==> src/pbs_pkg_mem.sv <==
// constants, types and the small synchronous memory of the power sequencer
`default_nettype none

package pbs_pkg;
   // ***************************
   // register map
   // ***************************
   localparam logic [11:0] ADDR_CTRL = 12'h000;
   localparam logic [11:0] ADDR_LOSS = 12'h004;
   localparam logic [11:0] ADDR_FILL = 12'h008;
   localparam logic [11:0] ADDR_FG = 12'h00C;
   localparam logic [11:0] ADDR_BG = 12'h010;
   localparam logic [11:0] ADDR_POS = 12'h014;
   localparam logic [11:0] ADDR_STAT = 12'h018;
   localparam logic [11:0] ADDR_APPLY = 12'h01C;
   localparam logic [3:0] PAGE_STEP = 4'h1;
   localparam logic [3:0] PAGE_TEXT = 4'h2;
   // ctrl and pos field positions
   localparam int CTRL_RUN_LSB = 0;
   localparam int CTRL_OVL_EN = 4;
   localparam int CTRL_VFLIP = 5;
   localparam int CTRL_HFLIP = 6;
   localparam int CTRL_SCALE_LSB = 8;
   localparam int CTRL_LOSS_LSB = 10;
   localparam int POS_V_LSB = 16;
   // reset values
   localparam logic [15:0] LOSS_RST = 16'h000A;
   localparam logic [23:0] FILL_RST = 24'h000000;
   localparam logic [23:0] FG_RST = 24'hFFFFFF;
   localparam logic [23:0] BG_RST = 24'h000080;
   // ***************************
   // sizes and timing
   // ***************************
   localparam int STEP_W = 21;
   localparam int TEXT_LINES = 3;
   localparam int TEXT_COLS = 20;
   localparam logic [5:0] TEXT_CHARS = 6'h3C;
   localparam logic [11:0] BOX_W = 12'h0A0;
   localparam logic [11:0] BOX_H = 12'h018;
   localparam logic [3:0] LAST_STEP = 4'hF;
   localparam int CLK_HZ = 20_000_000;
   localparam int STEP_UNIT_MS = 1;
   localparam int LOSS_UNIT_MS = 100;
   localparam int CYC_PER_MS = CLK_HZ / 1000 * STEP_UNIT_MS;
   localparam int CYC_PER_TENTH = CLK_HZ / 1000 * LOSS_UNIT_MS;

   typedef enum logic [4:0] {
      ACT_END, ACT_PNL_PWR, ACT_VIDEO, ACT_BL_PWR, ACT_BL_SW, ACT_DISC,
      ACT_DISC_EN, ACT_SUP, ACT_SUP_EN, ACT_DELAY
   } pbs_act_t;
   typedef enum logic [1:0] {LOSS_FILL, LOSS_PANEL, LOSS_BL, LOSS_BOTH} pbs_loss_t;
   typedef enum logic [1:0] {LIST_PNL_UP, LIST_PNL_DN, LIST_BL_UP, LIST_BL_DN} pbs_list_t;
   typedef struct packed {
      logic [15:0] param;
      pbs_act_t act;
   } pbs_step_t;
   typedef struct packed {
      logic [7:0] r;
      logic [7:0] g;
      logic [7:0] b;
   } pbs_rgb_t;
   typedef struct packed {
      logic de;
      logic [11:0] x;
      logic [11:0] y;
      pbs_rgb_t rgb;
   } pbs_pix_t;
endpackage : pbs_pkg

// ***************************
// memory with registered read
// ***************************
module pbs_mem #(parameter int W = 8, parameter int AW = 6) (
   input wire logic pclk,
   input wire logic presetn,
   input wire logic we,
   input wire logic [AW-1:0] waddr,
   input wire logic [W-1:0] wdata,
   input wire logic [AW-1:0] raddr,
   output logic [W-1:0] rdata
);
   logic [W-1:0] mem [2**AW];

   always_ff @(posedge pclk) begin
      if (we) begin
         mem[waddr] <= wdata;
      end
   end

   always_ff @(posedge pclk or negedge presetn) begin
      if (!presetn) begin
         rdata <= '0;
      end else begin
         rdata <= mem[raddr];
      end
   end
endmodule // pbs_mem

`default_nettype wire

==> src/pbs_top.sv <==
// panel and backlight power sequencer with video-loss fill and text overlay
`default_nettype none

module pbs_top import pbs_pkg::*; #(
   parameter int unsigned CYC_MS = CYC_PER_MS,
   parameter int unsigned CYC_TENTH = CYC_PER_TENTH
) (
   input wire logic pclk,
   input wire logic presetn,
   input wire logic psel,
   input wire logic penable,
   input wire logic pwrite,
   input wire logic [11:0] paddr,
   input wire logic [31:0] pwdata,
   output logic pready,
   output logic [31:0] prdata,
   output logic pslverr,
   input wire logic vid_valid_pin,
   input wire pbs_pix_t vid_in,
   output pbs_pix_t vid_out,
   output logic [7:0] font_code,
   output logic [2:0] font_row,
   input wire logic [7:0] font_bits,
   output logic panel_supply_switch,
   output logic video_gate_en,
   output logic bl_power,
   output logic bl_switch,
   output logic [7:0] disc_out,
   output logic [3:0] sup_out,
   output logic nv_wr,
   output logic [5:0] nv_addr,
   output logic [7:0] nv_data
);
   // ***************************
   // apb slave
   // ***************************
   logic wr_acc, rd_setup, page_step, page_text, mapped;
   logic [15:0] ctrl_r, loss_dly_r;
   logic [23:0] fill_r, fg_r, bg_r;
   logic [27:0] pos_r;
   logic [31:0] stat_w, rd_mux;
   logic [3:0] run_wr;
   logic apply_wr;

   assign page_step = (paddr[11:8] == PAGE_STEP);
   assign page_text = (paddr[11:8] == PAGE_TEXT) && (paddr[7:2] < TEXT_CHARS);
   assign mapped = page_step || page_text || (paddr[11:5] == 7'h00);
   assign wr_acc = psel && penable && pwrite && mapped;
   assign rd_setup = psel && !penable && !pwrite;
   assign pready = 1'b1;
   assign pslverr = psel && penable && !mapped;
   assign run_wr = (wr_acc && paddr == ADDR_CTRL) ? pwdata[CTRL_RUN_LSB +: 4] : 4'h0;
   assign apply_wr = wr_acc && (paddr == ADDR_APPLY);

   always_ff @(posedge pclk or negedge presetn) begin
      if (!presetn) begin
         ctrl_r <= '0;
         loss_dly_r <= LOSS_RST;
         fill_r <= FILL_RST;
         fg_r <= FG_RST;
         bg_r <= BG_RST;
         pos_r <= '0;
      end else if (wr_acc) begin
         unique case (paddr)
            ADDR_CTRL: ctrl_r <= {pwdata[15:4], 4'h0};
            ADDR_LOSS: loss_dly_r <= pwdata[15:0];
            ADDR_FILL: fill_r <= pwdata[23:0];
            ADDR_FG: fg_r <= pwdata[23:0];
            ADDR_BG: bg_r <= pwdata[23:0];
            ADDR_POS: pos_r <= pwdata[27:0];
            default: ;
         endcase
      end
   end

   // memory pages are write-only and read back as zero
   always_comb begin
      unique case (paddr)
         ADDR_CTRL: rd_mux = {16'h0000, ctrl_r};
         ADDR_LOSS: rd_mux = {16'h0000, loss_dly_r};
         ADDR_FILL: rd_mux = {8'h00, fill_r};
         ADDR_FG: rd_mux = {8'h00, fg_r};
         ADDR_BG: rd_mux = {8'h00, bg_r};
         ADDR_POS: rd_mux = {4'h0, pos_r};
         ADDR_STAT: rd_mux = stat_w;
         default: rd_mux = 32'h00000000;
      endcase
   end

   always_ff @(posedge pclk or negedge presetn) begin
      if (!presetn) begin
         prdata <= '0;
      end else if (rd_setup) begin
         prdata <= rd_mux;
      end
   end

   // ***************************
   // video valid and loss timer
   // ***************************
   logic vv_meta_r, vv_r, loss_done_r, loss_fire, fill_on_r;
   logic [31:0] tenth_pre_r;
   logic [15:0] tenth_cnt_r;
   pbs_loss_t loss_act;
   assign loss_act = pbs_loss_t'(ctrl_r[CTRL_LOSS_LSB +: 2]);

   always_ff @(posedge pclk or negedge presetn) begin
      if (!presetn) begin
         vv_meta_r <= 1'b0;
         vv_r <= 1'b0;
      end else begin
         vv_meta_r <= vid_valid_pin;
         vv_r <= vv_meta_r;
      end
   end

   assign loss_fire = !vv_r && !loss_done_r && (tenth_cnt_r >= loss_dly_r);

   always_ff @(posedge pclk or negedge presetn) begin
      if (!presetn) begin
         tenth_pre_r <= '0;
         tenth_cnt_r <= '0;
         loss_done_r <= 1'b1;
      end else if (vv_r) begin
         tenth_pre_r <= '0;
         tenth_cnt_r <= '0;
         loss_done_r <= 1'b0;
      end else if (loss_fire) begin
         loss_done_r <= 1'b1;
      end else if (!loss_done_r) begin
         if (tenth_pre_r == CYC_TENTH - 1) begin
            tenth_pre_r <= '0;
            tenth_cnt_r <= tenth_cnt_r + 16'h0001;
         end else begin
            tenth_pre_r <= tenth_pre_r + 1;
         end
      end
   end

   always_ff @(posedge pclk or negedge presetn) begin
      if (!presetn) begin
         fill_on_r <= 1'b0;
      end else if (vv_r) begin
         fill_on_r <= 1'b0;
      end else if (loss_fire && loss_act == LOSS_FILL) begin
         fill_on_r <= 1'b1;
      end
   end

   // ***************************
   // step sequencer
   // ***************************
   typedef enum logic [2:0] {S_IDLE, S_FETCH, S_EXEC, S_DELAY} pbs_state_t;
   pbs_state_t state_r;
   logic [3:0] pend_r, loss_req, pick;
   logic [1:0] list_r;
   logic [3:0] idx_r;
   logic [STEP_W-1:0] step_rd;
   pbs_step_t step;
   logic is_bl, legal, last;
   logic [15:0] ms_left_r;
   logic [31:0] ms_pre_r;

   assign step = pbs_step_t'(step_rd);
   assign is_bl = list_r[1];
   assign last = (idx_r == LAST_STEP);
   assign loss_req = (loss_fire && loss_act == LOSS_PANEL) ? 4'b0010 :
                     (loss_fire && loss_act == LOSS_BL) ? 4'b1000 :
                     (loss_fire && loss_act == LOSS_BOTH) ? 4'b1010 : 4'b0000;
   assign pick = (state_r != S_IDLE) ? 4'b0000 : (pend_r & (~pend_r + 4'h1));

   // each list kind accepts its own actions
   always_comb begin
      unique case (step.act)
         ACT_PNL_PWR, ACT_VIDEO, ACT_SUP, ACT_SUP_EN: legal = !is_bl;
         ACT_BL_PWR, ACT_BL_SW: legal = is_bl;
         ACT_DISC, ACT_DISC_EN, ACT_DELAY: legal = 1'b1;
         default: legal = 1'b0;
      endcase
   end

   pbs_mem #(.W(STEP_W), .AW(6)) u_step_mem (
      .pclk(pclk),
      .presetn(presetn),
      .we(wr_acc && page_step),
      .waddr(paddr[7:2]),
      .wdata(pwdata[STEP_W-1:0]),
      .raddr({list_r, idx_r}),
      .rdata(step_rd)
   );

   // new requests win over the pick that clears them
   always_ff @(posedge pclk or negedge presetn) begin
      if (!presetn) begin
         pend_r <= '0;
      end else begin
         pend_r <= (pend_r & ~pick) | run_wr | loss_req;
      end
   end

   // one step at a time, in order
   always_ff @(posedge pclk or negedge presetn) begin
      if (!presetn) begin
         state_r <= S_IDLE;
         list_r <= '0;
         idx_r <= '0;
      end else begin
         unique case (state_r)
            S_IDLE: if (|pend_r) begin
               list_r <= pick[0] ? 2'd0 : pick[1] ? 2'd1 : pick[2] ? 2'd2 : 2'd3;
               idx_r <= '0;
               state_r <= S_FETCH;
            end
            S_FETCH: state_r <= S_EXEC;
            S_EXEC: begin
               if (step.act == ACT_END || (last && step.act != ACT_DELAY)) begin
                  state_r <= S_IDLE;
               end else if (step.act == ACT_DELAY && step.param != 16'h0000) begin
                  state_r <= S_DELAY;
               end else begin
                  idx_r <= idx_r + 4'h1;
                  state_r <= last ? S_IDLE : S_FETCH;
               end
            end
            S_DELAY: if (ms_left_r == 16'h0000) begin
               idx_r <= idx_r + 4'h1;
               state_r <= last ? S_IDLE : S_FETCH;
            end
            default: state_r <= S_IDLE;
         endcase
      end
   end

   always_ff @(posedge pclk or negedge presetn) begin
      if (!presetn) begin
         ms_left_r <= '0;
         ms_pre_r <= '0;
      end else if (state_r == S_EXEC) begin
         ms_left_r <= step.param;
         ms_pre_r <= '0;
      end else if (state_r == S_DELAY && ms_left_r != 16'h0000) begin
         if (ms_pre_r == CYC_MS - 1) begin
            ms_pre_r <= '0;
            ms_left_r <= ms_left_r - 16'h0001;
         end else begin
            ms_pre_r <= ms_pre_r + 1;
         end
      end
   end

   // ***************************
   // step actions on outputs
   // ***************************
   logic exec_ok;
   logic [7:0] disc_r;
   logic [3:0] sup_r;
   logic disc_en_r, sup_en_r;
   assign exec_ok = (state_r == S_EXEC) && legal;

   always_ff @(posedge pclk or negedge presetn) begin
      if (!presetn) begin
         panel_supply_switch <= 1'b0;
         video_gate_en <= 1'b0;
         bl_power <= 1'b0;
         bl_switch <= 1'b0;
      end else if (exec_ok) begin
         if (step.act == ACT_PNL_PWR) panel_supply_switch <= step.param[0];
         if (step.act == ACT_VIDEO) video_gate_en <= step.param[0];
         if (step.act == ACT_BL_PWR) bl_power <= step.param[0];
         if (step.act == ACT_BL_SW) bl_switch <= step.param[0];
      end
   end

   // discrete index in param[10:8], level in param[0]
   always_ff @(posedge pclk or negedge presetn) begin
      if (!presetn) begin
         disc_r <= '0;
         disc_en_r <= 1'b0;
      end else if (exec_ok) begin
         if (step.act == ACT_DISC) disc_r[step.param[10:8]] <= step.param[0];
         if (step.act == ACT_DISC_EN) disc_en_r <= step.param[0];
      end
   end

   always_ff @(posedge pclk or negedge presetn) begin
      if (!presetn) begin
         sup_r <= '0;
         sup_en_r <= 1'b0;
      end else if (exec_ok) begin
         if (step.act == ACT_SUP) sup_r[step.param[9:8]] <= step.param[0];
         if (step.act == ACT_SUP_EN) sup_en_r <= step.param[0];
      end
   end

   assign disc_out = disc_en_r ? disc_r : 8'h00;
   assign sup_out = sup_en_r ? sup_r : 4'h0;

   assign stat_w = {8'h00, disc_r, sup_r, sup_en_r, disc_en_r, fill_on_r, vv_r,
                    pend_r, list_r, (state_r != S_IDLE), nv_wr};

   // ***************************
   // overlay render pipeline
   // ***************************
   logic [1:0] scale;
   logic [11:0] hoff, voff, lx, ly, ux, uy, fx, fy;
   logic inbox, txt_busy_r;
   logic [5:0] txt_addr, save_idx_r;
   logic [7:0] txt_rd;
   pbs_pix_t s1_r;
   logic s1_box_r;
   logic [2:0] s1_px_r;
   pbs_rgb_t fill_c, fg_c, bg_c;

   assign scale = ctrl_r[CTRL_SCALE_LSB +: 2];
   assign hoff = pos_r[11:0];
   assign voff = pos_r[POS_V_LSB +: 12];
   assign fill_c = pbs_rgb_t'(fill_r);
   assign fg_c = pbs_rgb_t'(fg_r);
   assign bg_c = pbs_rgb_t'(bg_r);
   assign lx = vid_in.x - hoff;
   assign ly = vid_in.y - voff;

   function automatic logic [11:0] unscale(input logic [11:0] v, input logic [1:0] s);
      unique case (s)
         2'd0: unscale = v;
         2'd1: unscale = v >> 1;
         2'd2: unscale = v / 12'd3;
         default: unscale = v >> 2;
      endcase
   endfunction

   assign ux = unscale(lx, scale);
   assign uy = unscale(ly, scale);
   assign inbox = (vid_in.x >= hoff) && (vid_in.y >= voff) && (ux < BOX_W) && (uy < BOX_H);
   assign fx = ctrl_r[CTRL_HFLIP] ? (BOX_W - 12'h001 - ux) : ux;
   assign fy = ctrl_r[CTRL_VFLIP] ? (BOX_H - 12'h001 - uy) : uy;
   assign txt_addr = txt_busy_r ? save_idx_r : 6'(fy[4:3] * TEXT_COLS + fx[7:3]);

   pbs_mem #(.W(8), .AW(6)) u_text_mem (
      .pclk(pclk),
      .presetn(presetn),
      .we(wr_acc && page_text),
      .waddr(paddr[7:2]),
      .wdata(pwdata[7:0]),
      .raddr(txt_addr),
      .rdata(txt_rd)
   );

   always_ff @(posedge pclk or negedge presetn) begin
      if (!presetn) begin
         s1_r <= '0;
         s1_box_r <= 1'b0;
         s1_px_r <= '0;
         font_row <= '0;
      end else begin
         s1_r <= vid_in;
         s1_box_r <= inbox && ctrl_r[CTRL_OVL_EN];
         s1_px_r <= fx[2:0];
         font_row <= fy[2:0];
      end
   end
   assign font_code = txt_rd;

   // stall-free: save walk may corrupt a few overlay cells of one frame
   always_ff @(posedge pclk or negedge presetn) begin
      if (!presetn) begin
         vid_out <= '0;
      end else if (!video_gate_en) begin
         vid_out <= '0;
      end else if (fill_on_r) begin
         vid_out.de <= s1_r.de;
         vid_out.x <= s1_r.x;
         vid_out.y <= s1_r.y;
         vid_out.rgb <= !s1_box_r ? fill_c : (font_bits[3'd7 - s1_px_r] ? fg_c : bg_c);
      end else begin
         vid_out <= s1_r;
      end
   end

   // ***************************
   // non-volatile text save
   // ***************************
   // apply copies text to storage
   always_ff @(posedge pclk or negedge presetn) begin
      if (!presetn) begin
         txt_busy_r <= 1'b0;
         save_idx_r <= '0;
      end else if (apply_wr) begin
         txt_busy_r <= 1'b1;
         save_idx_r <= '0;
      end else if (txt_busy_r) begin
         txt_busy_r <= (save_idx_r != TEXT_CHARS - 6'd1);
         save_idx_r <= save_idx_r + 6'd1;
      end
   end

   always_ff @(posedge pclk or negedge presetn) begin
      if (!presetn) begin
         nv_wr <= 1'b0;
         nv_addr <= '0;
      end else begin
         nv_wr <= txt_busy_r && !apply_wr;
         nv_addr <= save_idx_r;
      end
   end
   assign nv_data = txt_rd;

   // ***************************
   // checks
   // ***************************
   a_disc_gate: assert property (@(posedge pclk) disable iff (!presetn)
      !disc_en_r |-> disc_out == 8'h00) else $error("discretes drive while disabled");
   a_sup_gate: assert property (@(posedge pclk) disable iff (!presetn)
      !sup_en_r |-> sup_out == 4'h0) else $error("supply lines drive while disabled");
   a_step_single: assert property (@(posedge pclk) disable iff (!presetn)
      state_r == S_EXEC |=> state_r != S_EXEC) else $error("two steps executed back to back");
   a_delay_hold: assert property (@(posedge pclk) disable iff (!presetn)
      state_r == S_DELAY && ms_left_r != 16'h0000 |=> state_r == S_DELAY && $stable(idx_r))
      else $error("delay step left early");
   a_panel_pwr: assert property (@(posedge pclk) disable iff (!presetn)
      state_r == S_EXEC && !is_bl && step.act == ACT_PNL_PWR
      |=> panel_supply_switch == $past(step.param[0])) else $error("panel supply not set");
   a_bl_no_sup: assert property (@(posedge pclk) disable iff (!presetn)
      state_r == S_EXEC && is_bl |=> $stable(sup_r) && $stable(sup_en_r))
      else $error("backlight list touched supply lines");
   a_loss_wait: assert property (@(posedge pclk) disable iff (!presetn)
      $rose(fill_on_r) |-> $past(tenth_cnt_r) >= $past(loss_dly_r) && !$past(vv_r))
      else $error("fill began before loss delay");
   a_fill_pixel: assert property (@(posedge pclk) disable iff (!presetn)
      video_gate_en && fill_on_r && !s1_box_r |=> vid_out.rgb == $past(fill_c))
      else $error("fill colour not driven");
   a_overlay_off: assert property (@(posedge pclk) disable iff (!presetn)
      !ctrl_r[CTRL_OVL_EN] |=> !s1_box_r) else $error("overlay drawn while disabled");
   a_nv_walk: assert property (@(posedge pclk) disable iff (!presetn)
      apply_wr ##1 !apply_wr |=> nv_wr && nv_addr == 6'd0) else $error("text save not started");
endmodule // pbs_top

`default_nettype wire

==> config.mk <==
export PLATFORM = sky130hd
export DESIGN_NAME = pbs_top
export DESIGN_NICKNAME = d
export VERILOG_FILES = /design/src/pbs_pkg_mem.sv /design/src/pbs_top.sv
export SDC_FILE = /design/constraint.sdc
export NUM_CORES = 2
export LEC_CHECK = 0
export ABC_AREA = 1
export ABC_CLOCK_PERIOD_IN_PS = 14170
export BUFFER_PORTS_ARGS = -buffer_cell sky130_fd_sc_hd__buf_2
export CORE_MARGIN = 2
export CORE_UTILIZATION = 30
export DETAILED_ROUTE_END_ITERATION = 8
export SKIP_CTS_REPAIR_TIMING = 1
export SLEW_MARGIN = 20
export SYNTH_ARGS = -nofsm -noshare
export SYNTH_HDL_FRONTEND = slang
export SYNTH_SLANG_ARGS = --single-unit
export TNS_END_PERCENT = 30
==> constraint.sdc <==
create_clock -name pclk -period 14.17 [get_ports pclk]
set_clock_uncertainty 0.15 [all_clocks]
set_input_delay 0.7085 -clock pclk [delete_from_list [all_inputs] [get_ports pclk]]
set_output_delay 0.7085 -clock pclk [all_outputs]
set_load 0.01 [all_outputs]
Yosys cells after proc, flatten, opt, wreduce, memory -nomap -nowiden
Memories as Yosys holds them, arrays and structs flattened. A register that Yosys moved wholly into a read port is not among the register bits.
Cells that the tools add are included.
{"block": "totals", "output_inout_bits": 125, "mem_count": 2, "ff_bits": 410, "inputBits": 107, "ram_bits": 1856}
{"block": "op_classes", "bitwise_logic": 6, "n_mux": 66, "reduce_logical": 81, "n_addsub": 13, "n_lt_le_gt_ge": 11, "div_mod_pow": 2, "mul": 1, "eq_ne": 37}
{"name": "u_step_mem.mem", "words": 64, "width": 21, "rd": 1, "rd_ports_with_merged_regs": 1, "wr": 1, "line_no": "pbs_pkg_mem.sv:82", "source": "logic [W-1:0] mem [2**AW];"}
{"name": "u_text_mem.mem", "words": 64, "width": 8, "rd": 1, "rd_ports_with_merged_regs": 1, "wr": 1, "line_no": "pbs_pkg_mem.sv:82"}
{"operator": "$mux 32", "count": 7}
{"operator": "$pmux 28 s7", "count": 1}
{"operator": "$mux 16", "count": 7}
{"operator": "$mux 24", "count": 3}
{"operator": "$pmux 12 s3", "count": 2}
{"operator": "$add 32x1->32 const B", "count": 2}
{"operator": "$mux 49", "count": 1}
{"operator": "$eq 12x5->1 const B", "count": 4}
{"operator": "$mux 4", "count": 10}
{"operator": "$reduce_and 2->1", "count": 18}
{"operator": "$eq 32x15->1 const B", "count": 1}
{"operator": "$eq 32x21->1 const B", "count": 1}
{"operator": "$reduce_bool 16->1", "count": 2}
{"operator": "$logic_and 1x1->1", "count": 28}
{"operator": "$div 12x2->12 const B", "count": 2}
{"operator": "$eq 12x4->1 const B", "count": 2}
{"operator": "$ge 12x12->1", "count": 2}
{"operator": "$sub 12x12->12", "count": 2}
{"operator": "$eq 5x3->1 const B", "count": 4}
{"operator": "$mux 6", "count": 3}
{"operator": "$add 16x1->16 const B", "count": 1}
{"operator": "$ge 16x16->1", "count": 1}
{"operator": "$logic_not 16->1", "count": 1}
{"operator": "$mux 8", "count": 2}
{"operator": "58 further kinds", "count": 110}

Depth between registers and ports, before layout
{"block": "depth", "word_depth": 9, "mapped_depth": 47, "mapped_depth_nobuf": 47}

Cells and area by module
A second synthesis with hierarchy kept.
{"block": "hier_totals", "hier_cells": 9070, "area_unflattened_um2": 97519.8}
{"module": "pbs_mem (u_step_mem)", "area_per_inst_um2": 54873.9, "cells_per_inst": 4587, "seq_area_each_um2": 40884.2, "instances": 1}
{"module": "pbs_mem (u_text_mem)", "area_per_inst_um2": 21379.3, "cells_per_inst": 1805, "seq_area_each_um2": 15574.9, "instances": 1}
{"module": "pbs_top", "area_per_inst_um2": 21266.6, "cells_per_inst": 2678, "seq_area_each_um2": 10169.8, "instances": 1}

Worst setup path before layout
No wires, ideal clock.
{"block": "synth_timing", "kind": "input to register", "startpoint": "input vid_in[24] (netlist name)", "endpoint": "register u_text_mem.rdata[5], read port of u_text_mem.mem", "path_slack_ns": 8.725, "t_arrival_ns": 5.177, "path_stages": 40, "path_cell_list": "inv_1 -> ha_1 -> fa_1 -> inv_1 -> nand3_1 -> nand3_1 -> nand2_1 -> nand2_1 -> inv_1 -> nand2_1 -> nand2_1 -> nand2_1 -> nand2_1 -> a21oi_1 -> nor2_1 -> o21ai_1 -> nand2_1 -> nand2_1 -> [... 4 more ...] -> nand2_1 -> nand3_1 -> nand2_1 -> nand2_1 -> nand2_1 -> o21ai_1 -> nand2_1 -> xor2_1 -> fa_1 -> xnor2_1 -> nand2_1 -> o21a_1 -> clkbuf_1 -> inv_1 -> clkbuf_1 -> nand3_1 -> nand3_1 -> nand2_1"}
{"block": "synth_via", "elab_chain_len": 8}
{"item": "start, declared", "line_no": "pbs_top.sv:19", "source": "input wire pbs_pix_t vid_in,"}
{"item": "$sub 12x12->12 *", "line_no": "pbs_top.sv:321", "source": "assign ly = vid_in.y - voff;"}
{"item": "$div 12x2->12", "line_no": "pbs_top.sv:327", "source": "2'd2: unscale = v / 12'd3;"}
{"item": "$pmux 12 s3 *", "line_no": "pbs_top.sv:324", "source": "unique case (s)"}
{"item": "$sub 5x5->5", "line_no": "pbs_top.sv:336", "source": "assign fy = ctrl_r[CTRL_VFLIP] ? (BOX_H - 12'h001 - uy) : uy;"}
{"item": "$mux 5 *", "line_no": "pbs_top.sv:336"}
{"item": "$mul 2x3->4 *", "line_no": "pbs_top.sv:337", "source": "assign txt_addr = txt_busy_r ? save_idx_r : 6'(fy[4:3] * TEXT_COLS + fx[7:3]);"}
{"item": "$add 6x5->6 *", "line_no": "pbs_top.sv:337"}
{"item": "$mux 6 *", "line_no": "pbs_top.sv:337"}
{"item": "end, declared", "line_no": "pbs_pkg_mem.sv:80", "source": "output logic [W-1:0] rdata"}
Every way passes the cells marked *; elsewhere a longest branch is shown, timed or not.
A chain may end at the register's enable or synchronous reset.

Worst setup path after layout
{"block": "layout_timing", "startpoint": "input vid_in[36] (netlist name)", "endpoint": "register u_text_mem.rdata[4], read port of u_text_mem.mem"}
{"block": "layout_via", "elab_chain_len": 7}
{"item": "$sub 12x12->12 *", "line_no": "pbs_top.sv:320", "source": "assign lx = vid_in.x - hoff;"}
{"item": "$div 12x2->12", "line_no": "pbs_top.sv:327"}
{"item": "$pmux 12 s3 *", "line_no": "pbs_top.sv:324"}
{"item": "$sub 8x8->8", "line_no": "pbs_top.sv:335", "source": "assign fx = ctrl_r[CTRL_HFLIP] ? (BOX_W - 12'h001 - ux) : ux;"}
{"item": "$mux 8 *", "line_no": "pbs_top.sv:335"}
{"item": "$add 6x5->6 *", "line_no": "pbs_top.sv:337"}
{"item": "$mux 6 *", "line_no": "pbs_top.sv:337"}
Marks and branches as above.

==> impl_metrics.tcl <==
set metrics [dict create \
    grt_max_degree 163 \
    antenna_found_initial 23 \
    boundaryPins 232 \
    drive_above_1_share_pct 9.76 \
    holdPathEnd "u_step_mem.mem[38][11]" \
    grt_setup_unrepaired "false" \
    htreeDepth 4 \
    final_util_pct 34.5 \
    maxCapViolations 0 \
    fin_area_um2 111000 \
    final.setup.tns_ns 0 \
    yosys_warnings 0 \
    die_area_um2 326000 \
    routed_wl_um 288000 \
    hold_violations 0 \
    min_period_ns 8.41 \
    num-fill-cells 31400 \
    avgSynthCellArea_um2 11.2 \
    power.density_nw_per_um2 172 \
    root_buffer "clkbuf_16" \
    area_growth_syn_to_layout_pct 14.6 \
    setup_viol 0 \
    grt_pass1_vias 65500 \
    die_w_um 571 \
    worst_hold_path_type "primary input to flip-flop" \
    maxSlewViolCount 0 \
    initial_core_util_pct 30.1 \
    ff2ff_path_depth 41 \
    die_h_um 571 \
    num_vias 68500 \
    ant_nets 0 \
    crit_path_start_kind "primary input" \
    synth_largest_area_cell "edfxtp_1" \
    stdcell_count 13300 \
    hpwl_um 172000 \
    netlist_instances 8576 \
    hp-start "pwdata[11]" \
    cts_tree "built" \
    synth_area_leaders "edfxtp_1 (58%), dfrtp_1 (11%), o21ai_0 (5.3%)" \
    worst_pin_slew_ns 1.17 \
    reg2reg_slack_ns 5.84 \
    crit_start "vid_in[36]" \
    arrival_ns 9.05 \
    dr.pass1.iters 7 \
    relSlewSlack_pct 21.9 \
    worstSetupEndpointType "flip-flop" \
    layout_common_cells "edfxtp_1 (1856), nand2_1 (1313), o21ai_0 (1019), nor2_1 (914), nand3_1 (708)" \
    gp_routability_congestion 0.867 \
    syn_area_um2 96500 \
    crit_path_max_incr_delay_ns 0.92 \
    synth-edff-count 1856 \
    yosysSeqAreaShare_pct 69.1 \
    irDropWorstVdd_v 0.000114 \
    grt_pass1_wl_um 422000 \
    synthArstFlopShare_pct 19.0 \
    drt-vias-per-instance 5.16 \
    cts_inserted_buffers 233 \
    hold_slack_ns 0.0569 \
    cp_max_fo 109 \
    synth_seq_cells 2290 \
    drtIter0Drc 7563 \
    drc 0 \
    regToRegEndpoint "u_text_mem.rdata[4]" \
    overflow 0 \
    yosysTopAreaCellShare_pct 57.8 \
    cp_common_cell "nand2_1" \
    critical_path_class "primary input to flip-flop" \
    wl_per_cell_um 21.7 \
    hold-path-cell-count 1 \
    placed_area_um2 102000 \
    synth_top_flop_cell "edfxtp_1" \
    rows 208 \
    final_common_cell "edfxtp_1" \
    outcome "finished, final reports clean" \
    port_buffers 222 \
    slowest_stage "nand2_8" \
    final_net_count 8934 \
    clock_path_buffers 3 \
    reg2reg_from "pos_r[0]" \
    path_clk_slew_ns 0.07 \
    power.leakage_nw 39.8 \
    placed_cells_incl_taps 12800 \
    core_region_area_um2 321000 \
    netlist-cell-type-count 60 \
    clock-sinks 2290 \
    period_share_pct 59.4 \
    fmax_ghz 0.119 \
    clkLatencyLatePin_ns 0.90 \
    worstPathRequired_ns 14.81 \
    grt_util_all_layers_pct 17.0 \
]
[metal layers]
layer,up-vias,GRT usage [%],wire [µm]
li1,30900,-,-
met1,34200,22.4,119000
met2,2960,28.1,136000
met3,518,3.02,22800
met4,16,6.13,10400
met5,-,0,107
[how the worst max path moves through the flow]
stage / slack [ns] / end / depth (start not counted)
finish: 5.76 / u_text_mem.rdata[4] / 44
global route: 5.08 / u_text_mem.rdata[7] / 43
CTS: 5.91 / u_text_mem.rdata[4] / 41
detailed placement: 5.54 / u_text_mem.rdata[4] / 43
global placement: 5.64 / u_text_mem.rdata[4] / 43
floorplan: 8.73 / u_text_mem.rdata[5] / 40
[power by group]
| part | switching, mW | total [mW] | internal [mW] |
|---|---|---|---|
| clock network | 2.61 | 6.02 | 3.40 |
| logic | 3.93 | 5.34 | 1.41 |
| registers | 0.176 | 7.60 | 7.43 |
| total | 6.72 | 19.0 | 12.2 |
[registers in the layout, summed over array words and instances (netlist names), 21 cells and up]
| register | cells |
|---|---|
| u_step_mem.mem | 1344 |
| u_text_mem.mem | 512 |
| s1_r | 49 |
| vid_out | 49 |
| ms_pre_r | 32 |
| tenth_pre_r | 32 |
| pos_r | 28 |
| prdata | 28 |
| bg_c | 24 |
| fg_c | 24 |
| fill_c | 24 |
| u_step_mem.rdata | 21 |
[stage by stage]
step / setup slack (ns) / power [mW]
floorplan: 8.73 / 11.1
global placement: 5.64 / 12.9
detailed placement: 5.54 / 13.0
CTS: 5.91 / 19.0
global route: 5.08 / 19.8
finish: 5.76 / 19.0
[synth_stat cells, drive strengths merged (4+ instances only)]
master,count
a2111oi,8
a211oi,9
a21oi,155
a221oi,13
a22o,9
a22oi,5
a31oi,23
a32o,12
buf,143
clkbuf,383
clkinv,8
dfrtp,406
dfstp,28
edfxtp,1856
ha,52
inv,598
mux2,4
nand2,1326
nand3,711
nand3b,95
nand4,105
nor2,987
nor3,53
nor4,28
o2111ai,6
o211ai,52
o21a,9
o21ai,1032
o21bai,9
o221ai,135
o22ai,241
o31ai,7
o41ai,5
or2,5
xnor2,8
xor2,29
[kinds of logic (layout without fill, tap and decap cells)]
group,Yosys count,count (layout),share of synthesized area (%)
compound gates,1737,1737,10.4
xor+xnor,37,37,0.344
fa+ha+maj,55,55,0.737
buf+inv,1132,1482,4.71
flops,2290,2290,69.1
mux,6,6,0.0674
other cells,2,43,0.00779
simple gates,3317,3317,14.7
[area by class of cell]
class | instances | area, µm² | share of cell area [%]
antenna | 6 | 15.0 | 0.0136
clock buffer | 298 | 6260 | 5.66
multi-input combinational | 5189 | 25700 | 23.2
tap | 4305 | 5390 | 4.87
clock inverter | 126 | 1220 | 1.10
timing repair buffer | 452 | 3070 | 2.78
inverter | 606 | 2300 | 2.08
sequential | 2290 | 66600 | 60.3
[worst max-delay path, delay by kind of cell]
family,cells,cell delay [ns]
and+or+nand+nor,33,4.76
buffers and inverters,7,2.43
adders and majority gates,2,0.70
AOI/OAI and AO/OA,2,0.23
Note: power is estimated with default switching activity, not from simulation.
